File: config.mk
export PLATFORM = sky130hd
export DESIGN_NAME = sts_task_sequencer
export DESIGN_NICKNAME = d
export VERILOG_FILES = /design/src/sts_pkg.sv /design/src/sts_task_sequencer.sv /design/src/sts_edge.sv /design/src/sts_line_gate.sv
export SDC_FILE = /design/constraint.sdc
export NUM_CORES = 1
export LEC_CHECK = 0
export BUFFER_PORTS_ARGS = -buffer_cell sky130_fd_sc_hd__buf_2
export CELL_PAD_IN_SITES_DETAIL_PLACEMENT = 1
export CELL_PAD_IN_SITES_GLOBAL_PLACEMENT = 1
export CORE_ASPECT_RATIO = 0.7
export CORE_MARGIN = 2
export CORE_UTILIZATION = 40
export CTS_CLUSTER_DIAMETER = 80
export CTS_CLUSTER_SIZE = 28
export DETAILED_ROUTE_END_ITERATION = 8
export PLACE_DENSITY_LB_ADDON = 0.1
export SLEW_MARGIN = 0
export SYNTH_ARGS = -nofsm -noshare
export SYNTH_HDL_FRONTEND = slang
export SYNTH_SLANG_ARGS = --single-unit
File: constraint.sdc
create_clock -name clk_i -period 2.9 [get_ports clk_i]
set_input_delay 0.29 -clock clk_i [delete_from_list [all_inputs] [get_ports clk_i]]
set_output_delay 0.29 -clock clk_i [all_outputs]
set_load 0.01 [all_outputs]
File: src/sts_pkg.sv
// package: register map, field layout and types of the scaler task sequencer
package sts_pkg;

    // register indices; the byte address on the bus is four times the index
    localparam logic [7:0] IDX_GLOBAL = 8'h80;
    localparam logic [7:0] IDX_RESET = 8'h88;
    localparam logic [7:0] IDX_STATUS = 8'h8f;
    localparam logic [7:0] IDX_TASK_A = 8'h90;
    localparam logic [7:0] IDX_TRIG = 8'h92;
    localparam logic [7:0] IDX_TASK_B = 8'hc0;

    // bit positions
    localparam int unsigned GL_EXT_SRC_BIT = 0;
    localparam int unsigned GL_FIRST_EN_BIT = 4;
    localparam int unsigned GL_SECOND_EN_BIT = 5;
    localparam int unsigned RS_GP0_LSB = 0;
    localparam int unsigned RS_GP1_LSB = 2;
    localparam int unsigned RS_SOFT_RESET_BIT = 5;
    localparam int unsigned TR_HTRIG_BIT = 2;
    localparam int unsigned TR_VTRIG_LO_BIT = 4;
    localparam int unsigned TR_VTRIG_HI_BIT = 5;

    // reset values
    localparam logic [7:0] GLOBAL_RST = 8'h00;
    localparam logic [7:0] RESET_RST = 8'h20;
    localparam logic [7:0] TRIG_RST = 8'h00;
    localparam logic [7:0] TASK_RST = 8'h00;

    // earliest start lines, counted from the vertical trigger
    localparam logic [7:0] LINE_DEC_BASE_50 = 8'h02;
    localparam logic [7:0] LINE_DEC_BASE_60 = 8'h05;
    localparam logic [7:0] LINE_DEC_F1_50 = 8'h04;
    localparam logic [7:0] LINE_DEC_F1_60 = 8'h07;
    localparam logic [7:0] LINE_DEC_F2_50 = 8'h03;
    localparam logic [7:0] LINE_DEC_F2_60 = 8'h06;
    localparam logic [7:0] LINE_EXT_50 = 8'h17;
    localparam logic [7:0] LINE_EXT_60 = 8'h14;

    // per-task control byte, msb first
    typedef struct packed {
        logic task_marker_invert;
        logic out_field_id_sel;
        logic [2:0] field_skip_count;
        logic repeat_task;
        logic [1:0] start_condition;
    } sts_task_cfg_t;

    typedef enum logic [1:0] {
        ST_IDLE = 2'b00,
        ST_WAIT = 2'b01,
        ST_RUN = 2'b10
    } sts_state_t;

    typedef enum logic [1:0] {
        GP_LOW = 2'b00,
        GP_FIELD = 2'b01,
        GP_TASK = 2'b10
    } sts_gp_mode_t;

    localparam logic [1:0] START_NOW = 2'b00;
    localparam logic [1:0] START_VSYNC = 2'b01;
    localparam logic [1:0] START_FID0 = 2'b10;
    localparam logic [1:0] START_FID1 = 2'b11;

    typedef struct packed {
        logic prev;
    } sts_edge_st_t;

    typedef struct packed {
        logic [7:0] cnt;
    } sts_gate_st_t;

    typedef struct packed {
        logic ack;
        logic [31:0] dat;
        logic [7:0] global_ctl;
        logic [7:0] reset_ctl;
        logic [7:0] trig_ctl;
        sts_task_cfg_t cfg_a;
        sts_task_cfg_t cfg_b;
        sts_state_t state;
        logic task_b;
        logic prefer_b;
        logic repeated;
        logic need_v;
        logic [2:0] skip;
        logic toggle_a;
        logic toggle_b;
        logic field_ident;
        logic active;
        logic d6;
        logic d7;
        logic gp0;
        logic gp1;
    } sts_core_t;

endpackage

File: src/sts_task_sequencer.sv
// scaler task sequencer: two task pages, start conditions, field flag and sav/eav marking
`timescale 1ns/1ns
`default_nettype none
module sts_task_sequencer (
    // clock and reset
    input wire logic clk_i,
    input wire logic rst_i,
    // wishbone slave
    input wire logic wb_cyc_i,
    input wire logic wb_stb_i,
    input wire logic wb_we_i,
    input wire logic [9:0] wb_adr_i,
    input wire logic [31:0] wb_dat_i,
    input wire logic [3:0] wb_sel_i,
    output logic [31:0] wb_dat_o,
    output logic wb_ack_o,
    // decoder timing
    input wire logic decoder_vertical_pulse_i,
    input wire logic decoder_hsync_ref_i,
    input wire logic dec_field_i,
    input wire logic std_60hz_i,
    // external stream timing
    input wire logic ext_vref_i,
    input wire logic ext_decoder_hsync_ref_i,
    input wire logic ext_sav_i,
    // acquisition window
    input wire logic vert_offset_reached_i,
    input wire logic horz_offset_reached_i,
    input wire logic offsets_passed_i,
    input wire logic task_done_i,
    // outputs
    output logic task_active_o,
    output logic task_b_sel_o,
    output logic sav_d6_o,
    output logic sav_d7_o,
    output logic gp_out_pin_0_o,
    output logic gp_out_pin_1_o
);
    sts_pkg::sts_core_t state_reg;
    sts_pkg::sts_core_t state_next;

    logic vpulse_fall;
    logic decoder_hsync_ref_rise;
    logic vref_fall;
    logic ext_src;
    logic vsync_evt;
    logic line_evt;
    logic line_ok;
    logic [7:0] line_thresh;
    logic [2:0] trig;
    logic soft_reset_n;
    logic win_ok;
    logic fid_ok;
    logic go_cond;
    logic [7:0] idx;
    sts_pkg::sts_task_cfg_t cur_cfg;
    logic cur_toggle;

    sts_edge u_vpulse (
        .clk_i(clk_i),
        .rst_i(rst_i),
        .sig_i(decoder_vertical_pulse_i),
        .rise_o(),
        .fall_o(vpulse_fall)
    );

    sts_edge u_decoder_hsync_ref (
        .clk_i(clk_i),
        .rst_i(rst_i),
        .sig_i(decoder_hsync_ref_i),
        .rise_o(decoder_hsync_ref_rise),
        .fall_o()
    );

    sts_edge u_vref (
        .clk_i(clk_i),
        .rst_i(rst_i),
        .sig_i(ext_vref_i),
        .rise_o(),
        .fall_o(vref_fall)
    );

    assign ext_src = state_reg.global_ctl[sts_pkg::GL_EXT_SRC_BIT];
    assign trig = {state_reg.trig_ctl[sts_pkg::TR_VTRIG_HI_BIT],
                   state_reg.trig_ctl[sts_pkg::TR_VTRIG_LO_BIT],
                   state_reg.trig_ctl[sts_pkg::TR_HTRIG_BIT]};
    assign vsync_evt = ext_src ? vref_fall : vpulse_fall;
    assign line_evt = ext_src ? ext_sav_i : decoder_hsync_ref_rise;

    always_comb begin
        if (ext_src) begin
            line_thresh = std_60hz_i ? sts_pkg::LINE_EXT_60 : sts_pkg::LINE_EXT_50;
        end else if (trig == 3'b010) begin
            // field 0 is the first field of a frame
            if (!state_reg.field_ident) begin
                line_thresh = std_60hz_i ? sts_pkg::LINE_DEC_F1_60 : sts_pkg::LINE_DEC_F1_50;
            end else begin
                line_thresh = std_60hz_i ? sts_pkg::LINE_DEC_F2_60 : sts_pkg::LINE_DEC_F2_50;
            end
        end else begin
            // combinations without a defined start line fall back to the base line
            line_thresh = std_60hz_i ? sts_pkg::LINE_DEC_BASE_60 : sts_pkg::LINE_DEC_BASE_50;
        end
    end

    sts_line_gate u_gate (
        .clk_i(clk_i),
        .rst_i(rst_i),
        .clear_i(vsync_evt),
        .line_i(line_evt),
        .thresh_i(line_thresh),
        .ok_o(line_ok)
    );

    assign soft_reset_n = state_reg.reset_ctl[sts_pkg::RS_SOFT_RESET_BIT];
    assign cur_cfg = state_reg.task_b ? state_reg.cfg_b : state_reg.cfg_a;
    assign cur_toggle = state_reg.task_b ? state_reg.toggle_b : state_reg.toggle_a;
    assign win_ok = vert_offset_reached_i & horz_offset_reached_i & line_ok;
    assign idx = wb_adr_i[9:2];

    always_comb begin
        case (cur_cfg.start_condition)
            sts_pkg::START_FID0: fid_ok = ~state_reg.field_ident;
            sts_pkg::START_FID1: fid_ok = state_reg.field_ident;
            default: fid_ok = 1'b1;
        endcase
    end

    // field only counts together with the window offsets
    assign go_cond = ~state_reg.need_v & win_ok & fid_ok;

    always_comb begin
        logic pick_b;
        logic pick_any;
        sts_pkg::sts_task_cfg_t pick_cfg;
        pick_b = 1'b0;
        pick_any = 1'b0;
        pick_cfg = state_reg.cfg_a;
        state_next = state_reg;

        // bus slave: one wait state, unmapped reads give zero, writes land as ack is seen
        state_next.ack = wb_cyc_i & wb_stb_i & ~state_reg.ack;
        if (state_next.ack) begin
            case (idx)
                sts_pkg::IDX_GLOBAL: state_next.dat = {24'h000000, state_reg.global_ctl};
                sts_pkg::IDX_RESET: state_next.dat = {24'h000000, state_reg.reset_ctl};
                sts_pkg::IDX_STATUS: state_next.dat = {24'h000000, 1'b0, state_reg.field_ident,
                    state_reg.toggle_b, state_reg.toggle_a, state_reg.task_b,
                    state_reg.active, state_reg.state};
                sts_pkg::IDX_TASK_A: state_next.dat = {24'h000000, state_reg.cfg_a};
                sts_pkg::IDX_TRIG: state_next.dat = {24'h000000, state_reg.trig_ctl};
                sts_pkg::IDX_TASK_B: state_next.dat = {24'h000000, state_reg.cfg_b};
                default: state_next.dat = 32'h00000000;
            endcase
        end
        if (state_reg.ack && wb_cyc_i && wb_stb_i && wb_we_i && wb_sel_i[0]) begin
            case (idx)
                sts_pkg::IDX_GLOBAL: state_next.global_ctl = wb_dat_i[7:0];
                sts_pkg::IDX_RESET: state_next.reset_ctl = wb_dat_i[7:0];
                sts_pkg::IDX_TASK_A: state_next.cfg_a = sts_pkg::sts_task_cfg_t'(wb_dat_i[7:0]);
                sts_pkg::IDX_TRIG: state_next.trig_ctl = wb_dat_i[7:0];
                sts_pkg::IDX_TASK_B: state_next.cfg_b = sts_pkg::sts_task_cfg_t'(wb_dat_i[7:0]);
                default: state_next.dat = state_next.dat;
            endcase
        end

        // field ident follows the source in use
        if (ext_src) begin
            if (vref_fall) begin
                state_next.field_ident = ext_decoder_hsync_ref_i;
            end
        end else begin
            state_next.field_ident = dec_field_i;
        end

        // task choice: second page wins when preferred or alone
        if (state_reg.global_ctl[sts_pkg::GL_SECOND_EN_BIT] &&
            (state_reg.prefer_b || !state_reg.global_ctl[sts_pkg::GL_FIRST_EN_BIT])) begin
            pick_b = 1'b1;
            pick_any = 1'b1;
            pick_cfg = state_reg.cfg_b;
        end else if (state_reg.global_ctl[sts_pkg::GL_FIRST_EN_BIT]) begin
            pick_any = 1'b1;
        end

        if (!soft_reset_n) begin
            // no wait for the running task: everything drops to idle now
            state_next.state = sts_pkg::ST_IDLE;
            state_next.active = 1'b0;
            state_next.prefer_b = 1'b1;
            state_next.repeated = 1'b0;
            state_next.need_v = 1'b0;
            state_next.skip = 3'h0;
            state_next.toggle_a = 1'b0;
            state_next.toggle_b = 1'b0;
        end else begin
            case (state_reg.state)
                sts_pkg::ST_IDLE: begin
                    // enables are only looked at here, between tasks
                    if (pick_any) begin
                        state_next.task_b = pick_b;
                        state_next.prefer_b = ~pick_b;
                        state_next.repeated = 1'b0;
                        state_next.skip = pick_cfg.field_skip_count;
                        state_next.need_v = (pick_cfg.start_condition == sts_pkg::START_VSYNC)
                            | offsets_passed_i;
                        state_next.state = sts_pkg::ST_WAIT;
                    end
                end
                sts_pkg::ST_WAIT: begin
                    // trigger conditions are evaluated only in this state
                    if (vsync_evt) begin
                        state_next.need_v = 1'b0;
                    end
                    if (go_cond) begin
                        if (state_reg.skip != 3'h0) begin
                            state_next.skip = state_reg.skip - 3'h1;
                            state_next.need_v = 1'b1;
                        end else begin
                            state_next.active = 1'b1;
                            state_next.state = sts_pkg::ST_RUN;
                            // free running, never realigned to the input field
                            if (state_reg.task_b) begin
                                state_next.toggle_b = ~state_reg.toggle_b;
                            end else begin
                                state_next.toggle_a = ~state_reg.toggle_a;
                            end
                        end
                    end
                end
                sts_pkg::ST_RUN: begin
                    if (task_done_i) begin
                        state_next.active = 1'b0;
                        if (cur_cfg.repeat_task && !state_reg.repeated) begin
                            state_next.repeated = 1'b1;
                            state_next.skip = cur_cfg.field_skip_count;
                            state_next.need_v = (cur_cfg.start_condition == sts_pkg::START_VSYNC)
                                | offsets_passed_i;
                            state_next.state = sts_pkg::ST_WAIT;
                        end else begin
                            state_next.state = sts_pkg::ST_IDLE;
                        end
                    end
                end
                default: begin
                    state_next.state = sts_pkg::ST_IDLE;
                end
            endcase
        end

        // stream marking, one cycle behind the task state
        state_next.d6 = cur_cfg.out_field_id_sel ? cur_toggle : state_reg.field_ident;
        state_next.d7 = ~cur_cfg.task_marker_invert;
        case (sts_pkg::sts_gp_mode_t'(state_reg.reset_ctl[sts_pkg::RS_GP0_LSB +: 2]))
            sts_pkg::GP_FIELD: state_next.gp0 = state_next.d6;
            sts_pkg::GP_TASK: state_next.gp0 = cur_cfg.task_marker_invert;
            default: state_next.gp0 = 1'b0;
        endcase
        case (sts_pkg::sts_gp_mode_t'(state_reg.reset_ctl[sts_pkg::RS_GP1_LSB +: 2]))
            sts_pkg::GP_FIELD: state_next.gp1 = state_next.d6;
            sts_pkg::GP_TASK: state_next.gp1 = cur_cfg.task_marker_invert;
            default: state_next.gp1 = 1'b0;
        endcase
    end

    always_ff @(posedge clk_i) begin
        if (rst_i) begin
            state_reg <= '0;
            state_reg.global_ctl <= sts_pkg::GLOBAL_RST;
            state_reg.reset_ctl <= sts_pkg::RESET_RST;
            state_reg.trig_ctl <= sts_pkg::TRIG_RST;
            state_reg.cfg_a <= sts_pkg::sts_task_cfg_t'(sts_pkg::TASK_RST);
            state_reg.cfg_b <= sts_pkg::sts_task_cfg_t'(sts_pkg::TASK_RST);
            state_reg.state <= sts_pkg::ST_IDLE;
            state_reg.prefer_b <= 1'b1;
            state_reg.d7 <= 1'b1;
        end else begin
            state_reg <= state_next;
        end
    end

    assign wb_ack_o = state_reg.ack;
    assign wb_dat_o = state_reg.dat;
    assign task_active_o = state_reg.active;
    assign task_b_sel_o = state_reg.task_b;
    assign sav_d6_o = state_reg.d6;
    assign sav_d7_o = state_reg.d7;
    assign gp_out_pin_0_o = state_reg.gp0;
    assign gp_out_pin_1_o = state_reg.gp1;

    // checks
    ack_timing_a: assert property (@(posedge clk_i) disable iff (rst_i)
        (wb_cyc_i && wb_stb_i && !wb_ack_o) |=> wb_ack_o ##1 !wb_ack_o)
        else $error("bus ack not a single pulse one cycle after request");

    soft_reset_idle_a: assert property (@(posedge clk_i) disable iff (rst_i)
        !soft_reset_n |=> state_reg.state == sts_pkg::ST_IDLE && !task_active_o && state_reg.prefer_b)
        else $error("soft reset did not force idle");

    run_hold_a: assert property (@(posedge clk_i) disable iff (rst_i)
        (state_reg.state == sts_pkg::ST_RUN && !task_done_i && soft_reset_n)
        |=> state_reg.state == sts_pkg::ST_RUN && $stable(task_b_sel_o))
        else $error("running task left before completion");

    start_now_a: assert property (@(posedge clk_i) disable iff (rst_i)
        (state_reg.state == sts_pkg::ST_WAIT && soft_reset_n && go_cond && state_reg.skip == 3'h0)
        |=> task_active_o)
        else $error("task did not start when its condition held");

    start_gate_a: assert property (@(posedge clk_i) disable iff (rst_i)
        $rose(task_active_o) |-> $past(win_ok) && $past(fid_ok) && !$past(state_reg.need_v))
        else $error("task started without window or field match");

    skip_field_a: assert property (@(posedge clk_i) disable iff (rst_i)
        (state_reg.state == sts_pkg::ST_WAIT && soft_reset_n && go_cond && state_reg.skip != 3'h0)
        |=> !task_active_o && state_reg.need_v && state_reg.skip == $past(state_reg.skip) - 3'h1)
        else $error("field skip not applied");

    toggle_flip_a: assert property (@(posedge clk_i) disable iff (rst_i)
        $rose(task_active_o) |-> (task_b_sel_o ? state_reg.toggle_b != $past(state_reg.toggle_b)
                                             : state_reg.toggle_a != $past(state_reg.toggle_a)))
        else $error("toggle flag did not flip on activation");

    repeat_once_a: assert property (@(posedge clk_i) disable iff (rst_i)
        (state_reg.state == sts_pkg::ST_RUN && task_done_i && soft_reset_n
         && cur_cfg.repeat_task && !state_reg.repeated)
        |=> state_reg.state == sts_pkg::ST_WAIT && $stable(task_b_sel_o) && state_reg.repeated)
        else $error("repeat did not rerun the same task");

    prio_second_a: assert property (@(posedge clk_i) disable iff (rst_i)
        (state_reg.state == sts_pkg::ST_IDLE && soft_reset_n && state_reg.prefer_b
         && state_reg.global_ctl[sts_pkg::GL_SECOND_EN_BIT]) |=> task_b_sel_o)
        else $error("task B not chosen first");

    d7_mark_a: assert property (@(posedge clk_i) disable iff (rst_i)
        ##1 sav_d7_o == !$past(cur_cfg.task_marker_invert))
        else $error("D7 does not follow the marker bit");

    d6_field_a: assert property (@(posedge clk_i) disable iff (rst_i)
        ##1 sav_d6_o == ($past(cur_cfg.out_field_id_sel) ? $past(cur_toggle) : $past(state_reg.field_ident)))
        else $error("D6 does not follow the selected field source");

    start_a_c: cover property (@(posedge clk_i) disable iff (rst_i)
        $rose(task_active_o) && !task_b_sel_o);
    start_b_c: cover property (@(posedge clk_i) disable iff (rst_i)
        $rose(task_active_o) && task_b_sel_o);
    repeat_c: cover property (@(posedge clk_i) disable iff (rst_i)
        state_reg.repeated && $rose(task_active_o));
    skip_c: cover property (@(posedge clk_i) disable iff (rst_i)
        state_reg.state == sts_pkg::ST_WAIT && go_cond && state_reg.skip != 3'h0);
endmodule // sts_task_sequencer
`default_nettype wire

File: src/sts_edge.sv
// rising and falling edge detector for one synchronous input
`timescale 1ns/1ns
`default_nettype none
module sts_edge (
    // clock and reset
    input wire logic clk_i,
    input wire logic rst_i,
    // signal
    input wire logic sig_i,
    output logic rise_o,
    output logic fall_o
);
    sts_pkg::sts_edge_st_t state_reg;
    sts_pkg::sts_edge_st_t state_next;

    always_comb begin
        state_next.prev = sig_i;
    end

    always_ff @(posedge clk_i) begin
        if (rst_i) begin
            state_reg.prev <= 1'b0;
        end else begin
            state_reg <= state_next;
        end
    end

    assign rise_o = sig_i & ~state_reg.prev;
    assign fall_o = ~sig_i & state_reg.prev;
endmodule // sts_edge
`default_nettype wire

File: src/sts_line_gate.sv
// line counter since the vertical trigger; flags the earliest start line
`timescale 1ns/1ns
`default_nettype none
module sts_line_gate (
    // clock and reset
    input wire logic clk_i,
    input wire logic rst_i,
    // events
    input wire logic clear_i,
    input wire logic line_i,
    input wire logic [7:0] thresh_i,
    output logic ok_o
);
    sts_pkg::sts_gate_st_t state_reg;
    sts_pkg::sts_gate_st_t state_next;

    always_comb begin
        state_next = state_reg;
        if (clear_i) begin
            state_next.cnt = 8'h00;
        end else if (line_i && state_reg.cnt != 8'hff) begin
            // saturates so a long field never wraps back below the threshold
            state_next.cnt = state_reg.cnt + 8'h01;
        end
    end

    always_ff @(posedge clk_i) begin
        if (rst_i) begin
            state_reg.cnt <= 8'h00;
        end else begin
            state_reg <= state_next;
        end
    end

    assign ok_o = state_reg.cnt >= thresh_i;
endmodule // sts_line_gate
`default_nettype wire

* After elaboration in Yosys (flattened, before gate mapping)
Index checks and enable logic that the tools add are counted.
Word-level totals: bits in registers 101, input port bits 62, output and inout port bits 39, word-level logic and storage cells 159
Cells by class: add/sub/neg operators 2, magnitude comparators 1, equality and inequality tests 25, muxes and demuxes 43, bitwise gates (word level) 24, reduce and logical (&&, ||, !) cells 31
Operator list (number):
- 8-bit equality test, second input constant | 6
- 8-bit case mux with 6 select lines | 1
- 32-bit 2-to-1 mux | 1
- 8-bit 2-to-1 mux | 3
- 4-bit AND reduction | 6
- 1-bit 2-to-1 mux | 16
- 1-bit NOT | 13
- 2-bit 2-to-1 mux | 6
- 6-bit 2-to-1 mux | 2
- 2-bit inequality test, second input constant | 6
- 4-bit case mux with 3 select lines | 1
- 2-bit AND reduction | 6
- 2-bit by 1-bit equality test with 1-bit output, second input constant | 5
- 2-bit equality test, second input constant | 5
- 5-bit 2-to-1 mux | 2
- 1-bit case mux with 2 select lines | 5
- 1-bit AND | 9
- 3-bit 2-to-1 mux | 3
- 9-bit 2-to-1 mux | 1
- 8-bit by 1-bit adder with 8-bit output, second input constant | 1
- 8-bit greater-or-equal comparator | 1
- 8-bit inequality test, second input constant | 1
- 1-bit logical AND | 7
- 2-bit case mux with 3 select lines | 1
- other kinds (13) | 18

* Depth between registers and ports, before layout
depth in word-level cells 10, mapped depth 12, gate-level depth less buffers 11

* Cells and area by module
From an unflattened synthesis, not the netlist that was laid out.
Second synthesis, totals: cells, all modules 504, area total of the unflattened synthesis 4433.0 µm²
By module, submodules not included:
- sts_task_sequencer | instances 1, cells an instance 420, area an instance 3709.8 µm², sequential area each 1321.3 µm²
- sts_line_gate | instances 1, cells an instance 72, area an instance 606.8 µm², sequential area each 160.2 µm²
- sts_edge | instances 3, cells an instance 4, area an instance 38.8 µm², sequential area each 20.0 µm²

* Least setup slack after synthesis
Ideal clock, no wire load.
path kind reg-to-reg, start register state_reg[37] in the netlist's numbering, end register state_reg[9] in the netlist's numbering, setup time 0.132 ns, arrival time 2.570 ns, data required time 2.768 ns, slack 0.198 ns, stages on the path, launching flop included 12, buffers on the path 1, clock period less this slack 2.702 ns, path through dfxtp_1 -> nor3b_1 -> mux2i_1 -> mux2i_1 -> ha_1 -> nand2b_1 -> a2111oi_0 -> o21a_1 -> buf_2 -> nor4_1 -> a222oi_1 -> a211oi_1
Between the ends: longest elaborated chain between the ends 9
Ends and longest elaborated chain:
- start, declared | RTL line sts_task_sequencer.sv:39 | sts_pkg::sts_core_t state_reg;
- start signal, assigned | RTL line sts_task_sequencer.sv:278 | state_reg <= state_next;
- 3-bit by 2-bit equality test with 1-bit output | RTL line sts_task_sequencer.sv:93 | end else if (trig == 3'b010) begin
- 8-bit 2-to-1 mux | RTL line sts_task_sequencer.sv:93
- 8-bit 2-to-1 mux | RTL line sts_task_sequencer.sv:91 | if (ext_src) begin
- 8-bit greater-or-equal comparator | RTL line sts_line_gate.sv:35 | assign ok_o = state_reg.cnt >= thresh_i;
- 1-bit AND | RTL line sts_task_sequencer.sv:118 | assign win_ok = vert_offset_reached_i & horz_offset_reached_i & line_ok;
- 1-bit AND (2 in a row) | RTL line sts_task_sequencer.sv:130 | assign go_cond = ~state_reg.need_v & win_ok & fid_ok;
- 2-bit inequality test (no line)
- 6-bit AND reduction (no line)
Every way passes these cells. A chain may end at the register's enable or synchronous reset.

* Worst setup path after layout
start register state_reg[35] in the netlist's numbering, end register state_reg (netlist bit task_active_o)
Between the ends: longest elaborated chain between the ends 9
Ends and longest elaborated chain (RTL line):
- 3-bit by 2-bit equality test with 1-bit output | sts_task_sequencer.sv:93
- 8-bit 2-to-1 mux | sts_task_sequencer.sv:93
- 8-bit 2-to-1 mux | sts_task_sequencer.sv:91
- 8-bit greater-or-equal comparator | sts_line_gate.sv:35
- 1-bit AND | sts_task_sequencer.sv:118
- 1-bit AND (2 in a row) | sts_task_sequencer.sv:130
- 2-bit inequality test (no line)
- 4-bit AND reduction (no line)
Every way passes these cells.

==> qor_table.md <==
| Step | Metric | This run |
|:---|:---|:---|
| run status | Outcome | completed |
| cells and area | Number of cells in the finished layout apart from fillers | 671 |
| clocking | Clock tree from TritonCTS | done |
| clocking | Maximum level of the CTS H-tree | 3 |
| global routing | Overflow left after global routing | 0 |
| sta | Number of failing setup endpoints in the final timing report | 0 |
| place | Setup Slack @ Placement | -179 ps |
| cells and area | Area delta synth->final | 15.3% |
| cells and area | Fraction of final layout cells sized beyond drive strength 1 | 19.5% |
| sta | Post-route clock period utilization | 97.2% |
| place | GP Congestion | 0.798 |
| synthesis | Mapped Avg Cell Area | 8.68 sq um |
| synthesis | Number of enable-type register cells in the synthesized netlist | 0 |
| cells and area | Number of nets in the final layout | 613 |
| power | Static Leakage | 1.88 nW |
| detailed routing | Residual DRC | 0 |
| detailed routing | Routed metal-1 wire length | 6120 um |
| synthesis | Seq/Total Area, Yosys | 36.1% |
| global routing | Largest net degree at the start of global routing | 37 |
| sta | WHS | 171 ps |
| synthesis | Flops & latches, synth | 77 |
| detailed routing | Wire length per cell | 18.5 um |
| cells and area | Post-route design area | 0.00492 sq mm |
| die | Width of the chip | 128 um |
| die | Total I/O pin count | 101 |
| setup path | Element type at the critical path end | flop |
| place | Final HPWL DP | 9080 um |
| sta | Final sum of negative setup slack | 0 ps |
| setup path | Most frequent cell on the critical path | sky130_fd_sc_hd__mux2i_1 |
| setup path | Startpoint kind of the worst setup timing path | flop |
| clocking | Skew-Pair Late Insertion Delay | 340 ps |
| power | Worst vdd rail ir drop | 405 uV |
| detailed routing | Final ANT Viol Nets | 0 |
| clocking | Clock transition at path regs | 60 ps |
| sta | Final worst slack | 82.5 ps |
| setup path | Critical-path top delay cell | sky130_fd_sc_hd__o41ai_4 |
| detailed routing | Uppermost metal layer occupied by signal nets | met4 |
| hold path | Hold crit path type | in2reg |
| place | Placed Cells incl. Taps | 651 |
| detailed routing | Vias per cell | 5.49 |
| die | Core Box Area | 0.0104 sq mm |
| setup path | Crit-path max FO | 4 |
| global routing | Wire length of the first global-routing pass | 19900 um |
| clocking | Maximum buffer depth of the clock tree | 2 |
| die | Site Rows | 31 |
| setup path | List of cells traversed by the critical path | nor3b_4, buf_4, mux2i_1, mux2i_1, ha_1, nand2b_4, a2111oi_4, o21a_2, buf_6, o41ai_4, a31oi_1, a41o_1 |
| power | Power per cell area | 512 mW/mm^2 |
| setup path | Critical Path Max Stage Delay | 430 ps |
| sta | Final Hold Vio Count | 0 |
| clocking | Number of buffers inserted for hold repair after clock tree synthesis | 0 |
| detailed routing | Drt total wl | 12400 um |
| global routing | Antenna violations before repair | 0 |
| synthesis | Top FF cell, synth | sky130_fd_sc_hd__dfxtp_1 |
| clocking | Cell chosen for the clock root | sky130_fd_sc_hd__clkbuf_16 |
| die | Vertical extent of the die | 90.5 um |
| synthesis | Post-synthesis instance area | 0.00427 sq mm |
| global routing | Number of global-route vias before repair | 3748 |
| sta | Time the worst path needs with I/O delays and setup | 2820 ps |
| synthesis | Warnings, synthesis | 0 |
| synthesis | Fraction of synthesis flops using an asynchronous set or reset pin | 0% |
| sta | Least-Margin Pin Slew | 911 ps |
| job | Maxcap violations | 0 |
| clocking | TritonCTS sink count | 77 |
| detailed routing | Pre-antenna DRT Iters | 4 |
| sta | Maximum clock skew at final layout | 4.32 ps |
| setup path | Startpoint-to-endpoint class of the critical path | reg2reg |
| setup path | Worst EP required | 3140 ps |
| clocking | Total CTS buffers | 9 |
| detailed routing | Routed wl met3 | 609 um |
| die | Starting utilization of the core area | 41.3% |
| cells and area | Number of diodes added for antenna fixing | 0 |
| sta | Count of final max-slew check failures | 0 |
| detailed routing | Via count of the routed design | 3683 |
| detailed routing | 1st-iter DRT viols | 141 |
| die | Die area | 0.0115 sq mm |
| place | Buffers on Ports | 47 |
| global routing | All-layer global routing usage | 22.2% |
| synthesis | Number of cells produced by synthesis | 492 |
| place | Post-detailed-placement cell area | 0.00450 sq mm |
| setup path | Arrival time worst endpoint | 3060 ps |
| sta | Unrepaired setup endpoints after global routing | true |
| synthesis | Synth cell types | 65 |
| detailed routing | Wire length on met2 | 5520 um |
| sta | FMAX | 355 MHz |
| sta | Max-Slew Margin vs Limit | 39.0% |
| cells and area | Largest register FFs | 49 |
==> logic make-up (layout without fill, tap and decap cells) <==
logic type,Yosys count,count (layout),share of synthesized area [%]
fa+ha+maj,17,17,4.98
xor+xnor,7,7,1.43
mux,46,46,10.8
buf+inv,75,99,9.90
compound gates,90,90,15.3
other cells,1,24,0.0878
simple gates,179,179,21.4
flops,77,77,36.1
==> critical path: cells and delay by family, from the launching register on <==
kind	cells	cell delay (ps)
compound gates	5	1100
simple gates	2	370
flops	1	360
mux	2	310
buf+inv	2	300
fa+ha+maj	1	280
==> path summary, 6_finish.rpt <==
path                         startpoint                                  endpoint  slack (ps)  cells after the start
max          state_reg[35]$_SDFFE_PP0P_                task_active_o$_SDFFE_PP0P_          80                     12
max reg2reg  state_reg[35]$_SDFFE_PP0P_                task_active_o$_SDFFE_PP0P_          80                     12
min                 decoder_hsync_ref_i  u_decoder_hsync_ref.state_reg$_SDFF_PP0_         170                      2
min reg2reg  state_reg[51]$_SDFFE_PP0P_                state_reg[51]$_SDFFE_PP0P_         480                      2
==> cell type report <==
class / instances / area [sq um]
multi-input cells: 363 / 2450
clock buffers: 11 / 253
clock inverters: 5 / 82.6
flip-flops and latches: 77 / 1550
repair buffers: 62 / 349
inverters: 21 / 78.8
well taps: 132 / 165
fillers: 1237 / 5430
==> cells in the final DEF (no fill, tap or decap), types with 3 or more instances in the layout <==
cell type	instances
sky130_fd_sc_hd__nor3b_1	3
sky130_fd_sc_hd__o21ai_0	14
sky130_fd_sc_hd__clkinvlp_4	3
sky130_fd_sc_hd__inv_1	21
sky130_fd_sc_hd__mux2i_1	46
sky130_fd_sc_hd__buf_4	13
sky130_fd_sc_hd__nor3_1	6
sky130_fd_sc_hd__a211oi_1	4
sky130_fd_sc_hd__a311oi_1	9
sky130_fd_sc_hd__nand3_1	15
sky130_fd_sc_hd__clkbuf_16	9
sky130_fd_sc_hd__o32ai_1	4
sky130_fd_sc_hd__xnor2_1	3
sky130_fd_sc_hd__a21oi_1	20
sky130_fd_sc_hd__nand2_1	29
sky130_fd_sc_hd__nor4_1	4
sky130_fd_sc_hd__nand4_1	5
sky130_fd_sc_hd__or3_1	4
sky130_fd_sc_hd__dfxtp_1	76
sky130_fd_sc_hd__ha_1	17
sky130_fd_sc_hd__nor2b_1	8
sky130_fd_sc_hd__xor2_1	4
sky130_fd_sc_hd__or2_2	4
sky130_fd_sc_hd__o2bb2ai_1	3
sky130_fd_sc_hd__conb_1	24
sky130_fd_sc_hd__buf_2	48
sky130_fd_sc_hd__nor2_1	73
sky130_fd_sc_hd__a22oi_1	4
sky130_fd_sc_hd__a221oi_1	7
sky130_fd_sc_hd__nand2b_1	5
==> power by group <==
group	internal, mW	switching (mW)
clock network	0.800	0.465
logic	0.0662	0.113
registers	1.07	0.00778
==> per-stage QoR <==
stage / power [mW] / utilization (%)
finish: 2.52 / 47.6
global route: 2.61 / 47.6
detailed placement: 1.26 / 43.4
CTS: 2.53 / 46.9
floorplan: 1.23 / -
global placement: 1.26 / 43.4
==> layer usage <==
metal / GRT usage (%) / vias up
li1: - / 1768
met1: 31.4 / 1804
met2: 34.2 / 98
met3: 5.04 / 13
met4: 5.86 / 0
met5: 0 / -
==> timing repair <==
item,in CTS,in global routing
endpoints found under the setup margin,9,8
setup buffers,1,2
pin swaps,5,7
gates resized for setup,4,11
gates cloned,0,1
==> synth_stat cells, drive strengths merged, types with 2 or more instances <==
cell	instances	share of area, %
a211oi	5	0.88
a21oi	20	2.3
a221oi	7	1.4
a22oi	4	0.70
a311oi	10	2.2
a31oi	2	0.29
and3	2	0.29
buf	40	6.8
clkbuf	14	1.2
dfxtp	77	36
ha	17	5.0
inv	21	1.8
mux2i	46	11
nand2	30	2.7
nand2b	7	1.2
nand3	15	1.8
nand3b	2	0.35
nand4	5	0.73
nor2	76	7.1
nor2b	8	1.2
nor3	9	1.7
nor3b	4	0.70
nor4	5	0.73
nor4b	2	0.41
o21a	3	0.53
o21ai	16	1.9
o2bb2ai	3	0.62
o31ai	2	0.35
o32ai	4	0.82
or2	4	0.59
or3	5	0.85
xnor2	3	0.62
xor2	4	0.82
(Power assumes the default switching activity.)
